$ cat src/lasr_regs.svh
// register offsets, field positions, reset values for the ackID tracking bank
`ifndef LASR_REGS_SVH
`define LASR_REGS_SVH

`define LASR_ADDR_W       12
`define LASR_NUM_PORTS    16
`define LASR_BASE_OFF     12'h148
`define LASR_PORT_STRIDE  12'h020
`define LASR_STRIDE_LOG2  5
`define LASR_ID_W         5
`define LASR_INB_LSB      24
`define LASR_OUTS_LSB     8
`define LASR_OUTB_LSB     0
`define LASR_RESET_VAL    32'h0000_0000
`define LASR_ID_RESET     5'h00

`endif

$ cat src/lasr_pkg.sv
// types shared by the ackID tracking bank
package lasr_pkg;

  typedef logic [4:0] lasr_id_t;

  // three identifier fields of one port
  typedef struct packed {
    lasr_id_t inbound;
    lasr_id_t outstanding;
    lasr_id_t outbound;
  } lasr_ids_t;

  // per-port events from the ackID protocol engine
  typedef struct packed {
    logic rx_accept;
    logic tx_send;
    logic tx_acked;
    logic rx_err_retry;
  } lasr_eng_t;

  // per-port values handed back to the engine
  typedef struct packed {
    lasr_id_t rx_expect_id;
    lasr_id_t tx_next_id;
    lasr_id_t tx_oldest_id;
    logic     exchange_en;
  } lasr_to_eng_t;

  // configuration access request
  typedef struct packed {
    logic        wr;
    logic        rd;
    logic [11:0] addr;
    logic [31:0] wdata;
  } lasr_cfg_req_t;

  // test preset from the serial configuration interface
  typedef struct packed {
    logic     valid;
    logic [3:0] port;
    lasr_id_t id;
  } lasr_preset_t;

endpackage

$ cat src/lasr_ackid_regs.sv
// per-port local ackID tracking register bank with configuration access
//
// Behaviour
// - one read returns the receive and transmit ackIDs of the port together.
// - bits 24..28 hold the writable next expected receive ackID.
// - a write of the expected receive ackID takes effect in the port at once.
// - the expected receive ackID can also be preset over the serial config path.
// - a preset of a nonzero ackID stops the port exchanging packets until reset.
// - bits 8..12 read-only show the oldest unacknowledged transmitted ackID.
// - bits 0..4 hold the writable ackID of the next transmitted packet.
// - writing the next transmit ackID also loads the oldest unacknowledged ackID.
// - a receive error or retry during that write keeps it off the next packet.
// - otherwise a new transmit ackID is always used, normal or error state.
// - reset clears the whole register to zero.
// - sixteen port copies sit at 0x148 plus 0x20 per port.
`timescale 1ns/1ns
`include "lasr_regs.svh"

module lasr_ackid_regs #(
  parameter int NUM_PORTS = `LASR_NUM_PORTS
) (
  input  wire logic                                   CLOCK,
  input  wire logic                                   RESET_N,
  input  wire lasr_pkg::lasr_cfg_req_t                CFG_REQ,
  output      logic [31:0]                            CFG_RDATA,
  output      logic                                   CFG_ACK,
  output      logic                                   CFG_HIT,
  input  wire lasr_pkg::lasr_preset_t                 PRESET,
  input  wire lasr_pkg::lasr_eng_t    [NUM_PORTS-1:0] ENG_IN,
  output      lasr_pkg::lasr_to_eng_t [NUM_PORTS-1:0] ENG_OUT
);

  typedef struct packed {
    logic [31:0] rdata;
    logic        ack;
    logic        hit;
  } lasr_bus_t;

  lasr_bus_t state_reg;
  lasr_bus_t state_next;

  logic [11:0]                          off;
  logic                                 sel_hit;
  logic [3:0]                           sel_port;
  lasr_pkg::lasr_ids_t                  wr_ids;
  lasr_pkg::lasr_ids_t [NUM_PORTS-1:0]  port_ids;
  lasr_pkg::lasr_id_t  [NUM_PORTS-1:0]  port_tx;
  logic                [NUM_PORTS-1:0]  port_blk;

  // address decode over the per-port copies
  always_comb begin
    off      = CFG_REQ.addr - `LASR_BASE_OFF;
    sel_port = off[`LASR_STRIDE_LOG2+3:`LASR_STRIDE_LOG2];
    sel_hit  = (CFG_REQ.addr >= `LASR_BASE_OFF)
             && (off[`LASR_STRIDE_LOG2-1:0] == 5'h00)
             && (off[11:`LASR_STRIDE_LOG2] < 7'(NUM_PORTS));
  end

  // only the two writable id fields, inbound and outbound, are taken from the write word
  always_comb begin
    wr_ids             = '0;
    wr_ids.inbound     = CFG_REQ.wdata[`LASR_INB_LSB +: `LASR_ID_W];
    wr_ids.outbound    = CFG_REQ.wdata[`LASR_OUTB_LSB +: `LASR_ID_W];
  end

  genvar g;
  generate
    for (g = 0; g < NUM_PORTS; g++) begin : g_port
      lasr_port_track u_trk (
        .clock     (CLOCK),
        .reset_n   (RESET_N),
        .wr        (CFG_REQ.wr && sel_hit && (sel_port == 4'(g))),
        .wr_ids    (wr_ids),
        .preset    (PRESET.valid && (PRESET.port == 4'(g))),
        .preset_id (PRESET.id),
        .eng       (ENG_IN[g]),
        .ids       (port_ids[g]),
        .tx_id     (port_tx[g]),
        .blocked   (port_blk[g])
      );
      assign ENG_OUT[g].rx_expect_id = port_ids[g].inbound;
      assign ENG_OUT[g].tx_next_id   = port_tx[g];
      assign ENG_OUT[g].tx_oldest_id = port_ids[g].outstanding;
      assign ENG_OUT[g].exchange_en  = !port_blk[g];
    end
  endgenerate

  // read word assembly and access answer
  always_comb begin
    state_next       = state_reg;
    state_next.ack   = CFG_REQ.wr || CFG_REQ.rd;
    state_next.hit   = (CFG_REQ.wr || CFG_REQ.rd) && sel_hit;
    if (CFG_REQ.rd) begin
      state_next.rdata = `LASR_RESET_VAL;
      if (sel_hit) begin
        state_next.rdata[`LASR_INB_LSB +: `LASR_ID_W]  = port_ids[sel_port].inbound;
        state_next.rdata[`LASR_OUTS_LSB +: `LASR_ID_W] = port_ids[sel_port].outstanding;
        state_next.rdata[`LASR_OUTB_LSB +: `LASR_ID_W] = port_ids[sel_port].outbound;
      end
    end
  end

  always_ff @(posedge CLOCK) begin
    if (!RESET_N) begin
      state_reg <= '0;
    end else begin
      state_reg <= state_next;
    end
  end

  assign CFG_RDATA = state_reg.rdata;
  assign CFG_ACK   = state_reg.ack;
  assign CFG_HIT   = state_reg.hit;

endmodule

$ cat src/lasr_port_track.sv
// ackID tracking state of one port
`timescale 1ns/1ns
`include "lasr_regs.svh"

module lasr_port_track (
  input  wire logic               clock,
  input  wire logic               reset_n,
  input  wire logic               wr,
  input  wire lasr_pkg::lasr_ids_t wr_ids,
  input  wire logic               preset,
  input  wire lasr_pkg::lasr_id_t  preset_id,
  input  wire lasr_pkg::lasr_eng_t eng,
  output      lasr_pkg::lasr_ids_t ids,
  output      lasr_pkg::lasr_id_t  tx_id,
  output      logic               blocked
);

  typedef struct packed {
    lasr_pkg::lasr_ids_t ids;
    lasr_pkg::lasr_id_t  held;
    lasr_pkg::lasr_id_t  tx_id;
    logic               skip;
    logic               blocked;
  } lasr_trk_t;

  lasr_trk_t state_reg;
  lasr_trk_t state_next;

  always_comb begin
    state_next = state_reg;
    if (eng.rx_accept) begin
      state_next.ids.inbound = state_reg.ids.inbound + 5'h01;
    end
    if (eng.tx_acked) begin
      state_next.ids.outstanding = state_reg.ids.outstanding + 5'h01;
    end
    if (eng.tx_send) begin
      // a skipped write gives way to the engine's own value once
      if (state_reg.skip) begin
        state_next.ids.outbound = state_reg.held + 5'h01;
        state_next.skip         = 1'b0;
      end else begin
        state_next.ids.outbound = state_reg.ids.outbound + 5'h01;
      end
    end
    if (preset) begin
      state_next.ids.inbound = preset_id;
      if (preset_id != `LASR_ID_RESET) begin
        state_next.blocked = 1'b1;
      end
    end
    if (wr) begin
      state_next.ids.inbound     = wr_ids.inbound;
      state_next.ids.outbound    = wr_ids.outbound;
      state_next.ids.outstanding = wr_ids.outbound;
      if (eng.rx_err_retry) begin
        state_next.skip = 1'b1;
        state_next.held = eng.tx_send ? state_reg.tx_id + 5'h01 : state_reg.tx_id;
      end else begin
        state_next.skip = 1'b0;
      end
    end
    state_next.tx_id = state_next.skip ? state_next.held : state_next.ids.outbound;
  end

  always_ff @(posedge clock) begin
    if (!reset_n) begin
      state_reg <= '0;
    end else begin
      state_reg <= state_next;
    end
  end

  assign ids     = state_reg.ids;
  assign tx_id   = state_reg.tx_id;
  assign blocked = state_reg.blocked;

endmodule

$ cat config.mk
export PLATFORM = sky130hd
export DESIGN_NAME = lasr_ackid_regs
export DESIGN_NICKNAME = d
export VERILOG_FILES = /design/src/lasr_pkg.sv /design/src/lasr_ackid_regs.sv /design/src/lasr_port_track.sv
export VERILOG_INCLUDE_DIRS = /design/src
export SDC_FILE = /design/constraint.sdc
export NUM_CORES = 1
export LEC_CHECK = 0
export BUFFER_PORTS_ARGS = -buffer_cell sky130_fd_sc_hd__buf_2
export CAP_MARGIN = 10
export CORE_UTILIZATION = 45
export CTS_CLUSTER_DIAMETER = 80
export CTS_CLUSTER_SIZE = 10
export DETAILED_ROUTE_END_ITERATION = 10
export PLACE_DENSITY = 0.68
export REMOVE_ABC_BUFFERS = 1
export SLEW_MARGIN = 15
export SYNTH_ARGS = -nofsm -noshare
export SYNTH_HDL_FRONTEND = slang
export SYNTH_HIERARCHICAL = 1
export SYNTH_SLANG_ARGS = --single-unit
export TNS_END_PERCENT = 5
$ cat constraint.sdc
create_clock -name CLOCK -period 6.2 [get_ports CLOCK]
set_clock_uncertainty 0.1 [all_clocks]
set_input_delay 1.86 -clock CLOCK [delete_from_list [all_inputs] [get_ports CLOCK]]
set_output_delay 1.86 -clock CLOCK [all_outputs]
set_load 0.005 [all_outputs]
## After elaboration in Yosys (flattened, before gate mapping)

Cells that the tools add are included.
W data, S select, Z words.

| storage, ports and cells | value |
|---|---|
| logic and storage cells | 531 |
| register bits | 449 |
| bits of input ports | 122 |
| output and inout port bits | 290 |

| cells by class | value |
|---|---|
| magnitude comparators | 3 |
| add/subtract/negate cells | 81 |
| equality and inequality tests | 30 |
| reduce and logical (&&, ||, !) cells | 105 |
| mux-type cells | 197 |

Operators with widths:

| cell | number |
|---|---|
| $mux W5 | 131 |
| $add A5 B1 Y5 const B | 80 |
| $mux W20 | 16 |
| $eq A4 B4 Y1 const B | 16 |
| $bmux W15 S4 | 1 |
| $mux W1 | 48 |
| $reduce_bool A3 Y1 | 16 |
| $logic_and A1 B1 Y1 | 36 |
| $eq A4 B3 Y1 const B | 8 |
| $reduce_and A2 Y1 | 16 |
| $reduce_bool A2 Y1 | 16 |
| $eq A4 B2 Y1 const B | 4 |
| $logic_not A1 Y1 | 16 |
| $mux W15 | 1 |
| $ge A12 B9 Y1 const B | 1 |
| $sub A12 B9 Y12 const B | 1 |
| $eq A4 B1 Y1 const B | 2 |
| $logic_not A4 Y1 | 2 |
| $lt A7 B5 Y1 const B | 1 |
| $logic_not A5 Y1 | 1 |
| $lt A4 B5 Y1 const B | 1 |
| $reduce_bool A5 Y1 | 1 |
| $logic_or A1 B1 Y1 | 1 |

## Longest topological paths before layout

| depth | value |
|---|---|
| word-level depth | 8 |
| gate-level depth with buffers | 19 |
| depth with buffers taken out | 13 |

## Modules after synthesis

The synthesis kept the hierarchy.

Modules (own cells, without submodules):

| module | cells an instance | instances | sequential area each (µm²) | area an instance (µm²) |
|---|---|---|---|---|
| lasr_port_track | 184 | 16 | 540.5 | 1584.0 |
| lasr_ackid_regs | 680 | 1 | 340.3 | 4986.0 |

## Worst setup path after synthesis

Ideal clock, no wire load.

| timing | value |
|---|---|
| path type | in2reg |
| from | input CFG_REQ[35] (netlist name) |
| to | register g_port[4].u_trk.state_reg, in the netlist g_port[4].u_trk/tx_id[2] |
| setup time | 0.070 ns |
| buffers on the path | 6 |
| slack | 1.376 ns |
| cell stages on the path | 17 |
| data required time | 6.030 ns |
| arrival | 4.654 ns |
| path through | buf_2 > inv_1 > ha_1 > buf_4 > or4b_1 > buf_2 > a211o_1 > and3_1 > buf_2 > buf_1 > nor2_1 > inv_1 > buf_2 > nand3_1 > nand3_1 > or3b_1 > a21boi_1 |

| on the way | value |
|---|---|
| cells in the longest elaborated chain, start to end | 8 |

Ends and longest elaborated chain:

| item | RTL line | text |
|---|---|---|
| start: declaration | lasr_ackid_regs.sv:24 | `input wire lasr_pkg::lasr_cfg_req_t CFG_REQ,` |
| branches (longest 5 deep; another with $sub A12 B9 Y12) | - |  |
| $logic_and A1 B1 Y1 (*) | lasr_ackid_regs.sv:72 | `.wr (CFG_REQ.wr && sel_hit && (sel_port == 4'(g))),` |
| $mux W20 or $mux W1 (tied branches) | lasr_port_track.sv:52 | `if (wr) begin` |
| $mux W5 (*) | lasr_port_track.sv:63 | `state_next.tx_id = state_next.skip ? state_next.held : state_next.ids.outbound;` |
| end signal: assignment | lasr_port_track.sv:70 | `state_reg <= state_next;` |
| end: declaration | lasr_port_track.sv:26 | `lasr_trk_t state_reg;` |

Mark *: on every way between the ends.
A chain may end at the register's enable or synchronous reset.

## Final worst setup path

| timing | value |
|---|---|
| from | input CFG_REQ[35] (netlist name) |
| to | register g_port[13].u_trk.state_reg, in the netlist g_port[13].u_trk/tx_id[2] |

| on the way | value |
|---|---|
| cells in the longest elaborated chain, start to end | 8 |

Ends and longest elaborated chain:

| item | RTL line |
|---|---|
| branches (longest 5 deep; another with $sub A12 B9 Y12) | - |
| $logic_and A1 B1 Y1 (*) | lasr_ackid_regs.sv:72 |
| $mux W20 or $mux W1 (tied branches) | lasr_port_track.sv:52 |
| $mux W5 (*) | lasr_port_track.sv:63 |
| end signal: assignment | lasr_port_track.sv:70 |
| end: declaration | lasr_port_track.sv:26 |

Marked as above.

==> results.yml <==
status:
  status: "completed"
min_path:
  holdCritStartpoint: "CFG_RDATA[25]"
  hp-class: "reg -> reg"
floorplan:
  rows: 94
  dieArea_mm2: 0.0684
  core_area_mm2: 0.0662
  initial_utilization_pct: 45.8
  dieHeight_um: 262
  die_w_um: 262
  num_io_pins: 412
cts:
  clock_latency_ns: 0.62
  max-clock-path-buffers: 3
  clk_pin_slew_ns: 0.06
  cts_tree: "yes"
  hold_buffers: 0
  root_buffer: "clkbuf_16"
  htreeDepth: 2
  cts_buffers: 51
  post-cts-setup-buffers: 0
  numClockSinks: 449
  cts_resized: 0
grt:
  antenna_found_initial: 23
  grt_usage_pct: 29.0
  grt_pass1_wl_um: 151000
  first_global_vias: 24246
  grt_overflow: 0
  grt_max_degree: 124
sta:
  rsz0062_at_grt: "no"
  period_minus_slack_ns: 5.02
  timing.final.crit_share_pct: 80.9
  tns_ns: 0
  whs_ns: 0.347
  fmax_ghz: 0.199
  setup_viol: 0
  worst_slack_ns: 1.18
  worst_slew_pin_slew_ns: 0.988
  hold_violations: 0
  relSlewSlack_pct: 34.1
  drv_slew: 0
power_and_ir_drop:
  p_leak_nw: 12.3
  internal_power_mw: 4.86
  power_density_mw_per_mm2: 216
  vdd_drop_max_uv: 192
  pwr-share-clk_pct: 39.1
  p_seq_share_pct: 46.3
  switching_share_pct: 28.8
  switching_power_mw: 1.97
  p_total_mw: 6.83
  combPwrFrac_pct: 14.6
route:
  avgViaCountPerCell: 5.96
  final_antenna_net_count: 0
  vias: 26574
  dr.pass1.iters: 8
  post_drt_wl_per_cell_um: 22.9
  drc_errors: 0
  drt-total-wl_um: 102000
  drt_iter0_markers: 2476
finish:
  final_cell_mix: "dfxtp_1 (449), buf_2 (370), nand2_1 (350)"
  fin_nets: 3772
  fill_cells: 6526
  final_common_cell: "dfxtp_1"
  syn_to_final_growth_pct: 4.42
  fin_cells: 4459
  largest_register_ffs: 240
  drive_gt1_share_pct: 18.5
placement:
  gp_congestion: 0.987
  dp_slack_ns: 0.637
  hpwl_um: 75700
  place_inst: 4396
  port_buffers: 372
setup_path:
  critPathLaunchType: "input port"
  worstPathArrival_ns: 5.45
  rr_startpoint: "g_port[5].u_trk/state_reg[1]"
  endpoint_kind: "register"
  crit_chain: "buf_2 -> inv_1 -> ha_4 -> nor2b_1 -> o21ai_1 -> xnor2_1 -> nor3b_1 -> buf_4 -> nand2_1 -> nor2_1 -> inv_1 -> nand3_1 -> nand2_1 -> or3b_1 -> a21boi_1"
  worstSetupPathType: "in -> reg"
  worstPathBufferInverterCount: 4
  required_ns: 6.63
  slowest_delay_ns: 0.43
  crit_family: "simple AND/OR/NAND/NOR gates"
  slowest_stage: "or3b_1"
  cp-startpoint: "CFG_REQ[35]"
  cp_max_fo: 14
logic_synthesis:
  synthDistinctLibCells: 77
  async_flop_share_pct: 0
  syn_area_per_cell_um2: 8.37
  synth_edf_count: 0
  ys.flop_type: "dfxtp_1"
  ys_seq_area_share_pct: 29.6
  syn_inst: 3624
  yosysWarnings: 6
  ys_ff_latch: 449
  netlist_area_mm2: 0.0303
run:
  drv_cap: 0
==> final timing paths <==
| path | to | cells after the start | slack (ns) |
|---|---|---|---|
| setup / recovery | g_port[13].u_trk/tx_id[2] | 15 | 1.18 |
| hold / removal | CFG_RDATA[25] | 2 | 0.35 |
| setup reg to reg | g_port[5].u_trk/tx_id[4] | 7 | 3.88 |
| hold reg to reg | CFG_RDATA[25] | 2 | 0.35 |
==> power groups by stage <==
stage / clock network, mW / logic [mW] / registers, mW
after global placement: 0 / 0.964 / 3.21
after detailed placement: 0 / 0.978 / 3.22
after global routing: 2.82 / 1.09 / 3.17
final: 2.67 / 0.997 / 3.16
after floorplan: 0 / 0.536 / 3.16
after CTS: 2.71 / 0.984 / 3.15
==> worst min-delay path, delay by kind of cell, from the launching register on <==
kind	cells	cell delay [ns]
and+or+nand+nor	1	0.05
AOI/OAI and AO/OA	1	0.05
DFF	1	0.32
==> layer usage <==
layer  routed length [um]  vias to the layer above  track usage (%)
met4                 4340                       30             11.9
met2                44000                     1234             44.0
met1                43200                    12653             38.5
li1                     -                    12431                -
met3                10400                      226             7.96
met5                  191                        -                0
==> cell families after synthesis <==
kind of cell | share of synthesized area [%]
compound gates | 18.4
buf+inv | 12.8
fa+ha+maj | 2.68
mux | 9.93
other cells | 0.0124
flops | 29.6
xor+xnor | 7.45
simple gates | 19.2
==> Yosys cell counts (17+ instances only) <==
master     number  share of area, %
a211oi_1       24              0.59
a21oi_1       195               3.2
a2bb2oi_1      37               1.1
and2_1         97               2.0
and3_1         30              0.62
buf_2          94               1.6
buf_4         343               8.5
buf_6          17              0.63
clkbuf_1       88               1.1
dfxtp_1       449                30
ha_1           65               2.7
inv_1          76              0.94
mux2_2         29               1.1
mux2i_1       179               5.9
mux4_2         29               2.2
nand2_1       350               4.3
nand2b_1       23              0.47
nand3_1        93               1.5
nand4_1       130               2.7
nor2_1        212               2.6
nor2b_1        70               1.4
nor3_1         41              0.68
o21a_1         52               1.3
o21ai_0       234               3.9
o21ai_1        17              0.28
o22ai_1        32              0.66
o31a_1         19              0.55
o32ai_1        24              0.69
or4_1          33              0.82
xnor2_1       114               3.3
xor2_1        144               4.2
==> layout make-up <==
| class | instances | area (um2) | share of cell area [%] |
|---|---|---|---|
| well taps | 864 | 1080 | 3.41 |
| inverters | 76 | 285 | 0.901 |
| clock inverters | 5 | 40.0 | 0.126 |
| repair buffers | 439 | 2410 | 7.62 |
| flip-flops and latches | 449 | 8990 | 28.4 |
| clock buffers | 52 | 1290 | 4.07 |
| multi-input cells | 2568 | 17600 | 55.4 |
| diodes | 6 | 15.0 | 0.0474 |
==> stage by stage <==
| stage | utilization, % | cell area (um2) |
|---|---|---|
| 3_3_place_gp | 45.8 | 30300 |
| 6_report | 47.8 | 31700 |
| 4_1_cts | 47.8 | 31700 |
| 3_5_place_dp | 45.8 | 30300 |
| 2_1_floorplan | - | 26800 |
| 5_1_grt | 47.8 | 31700 |
Note: power is estimated with default switching activity, not from simulation.
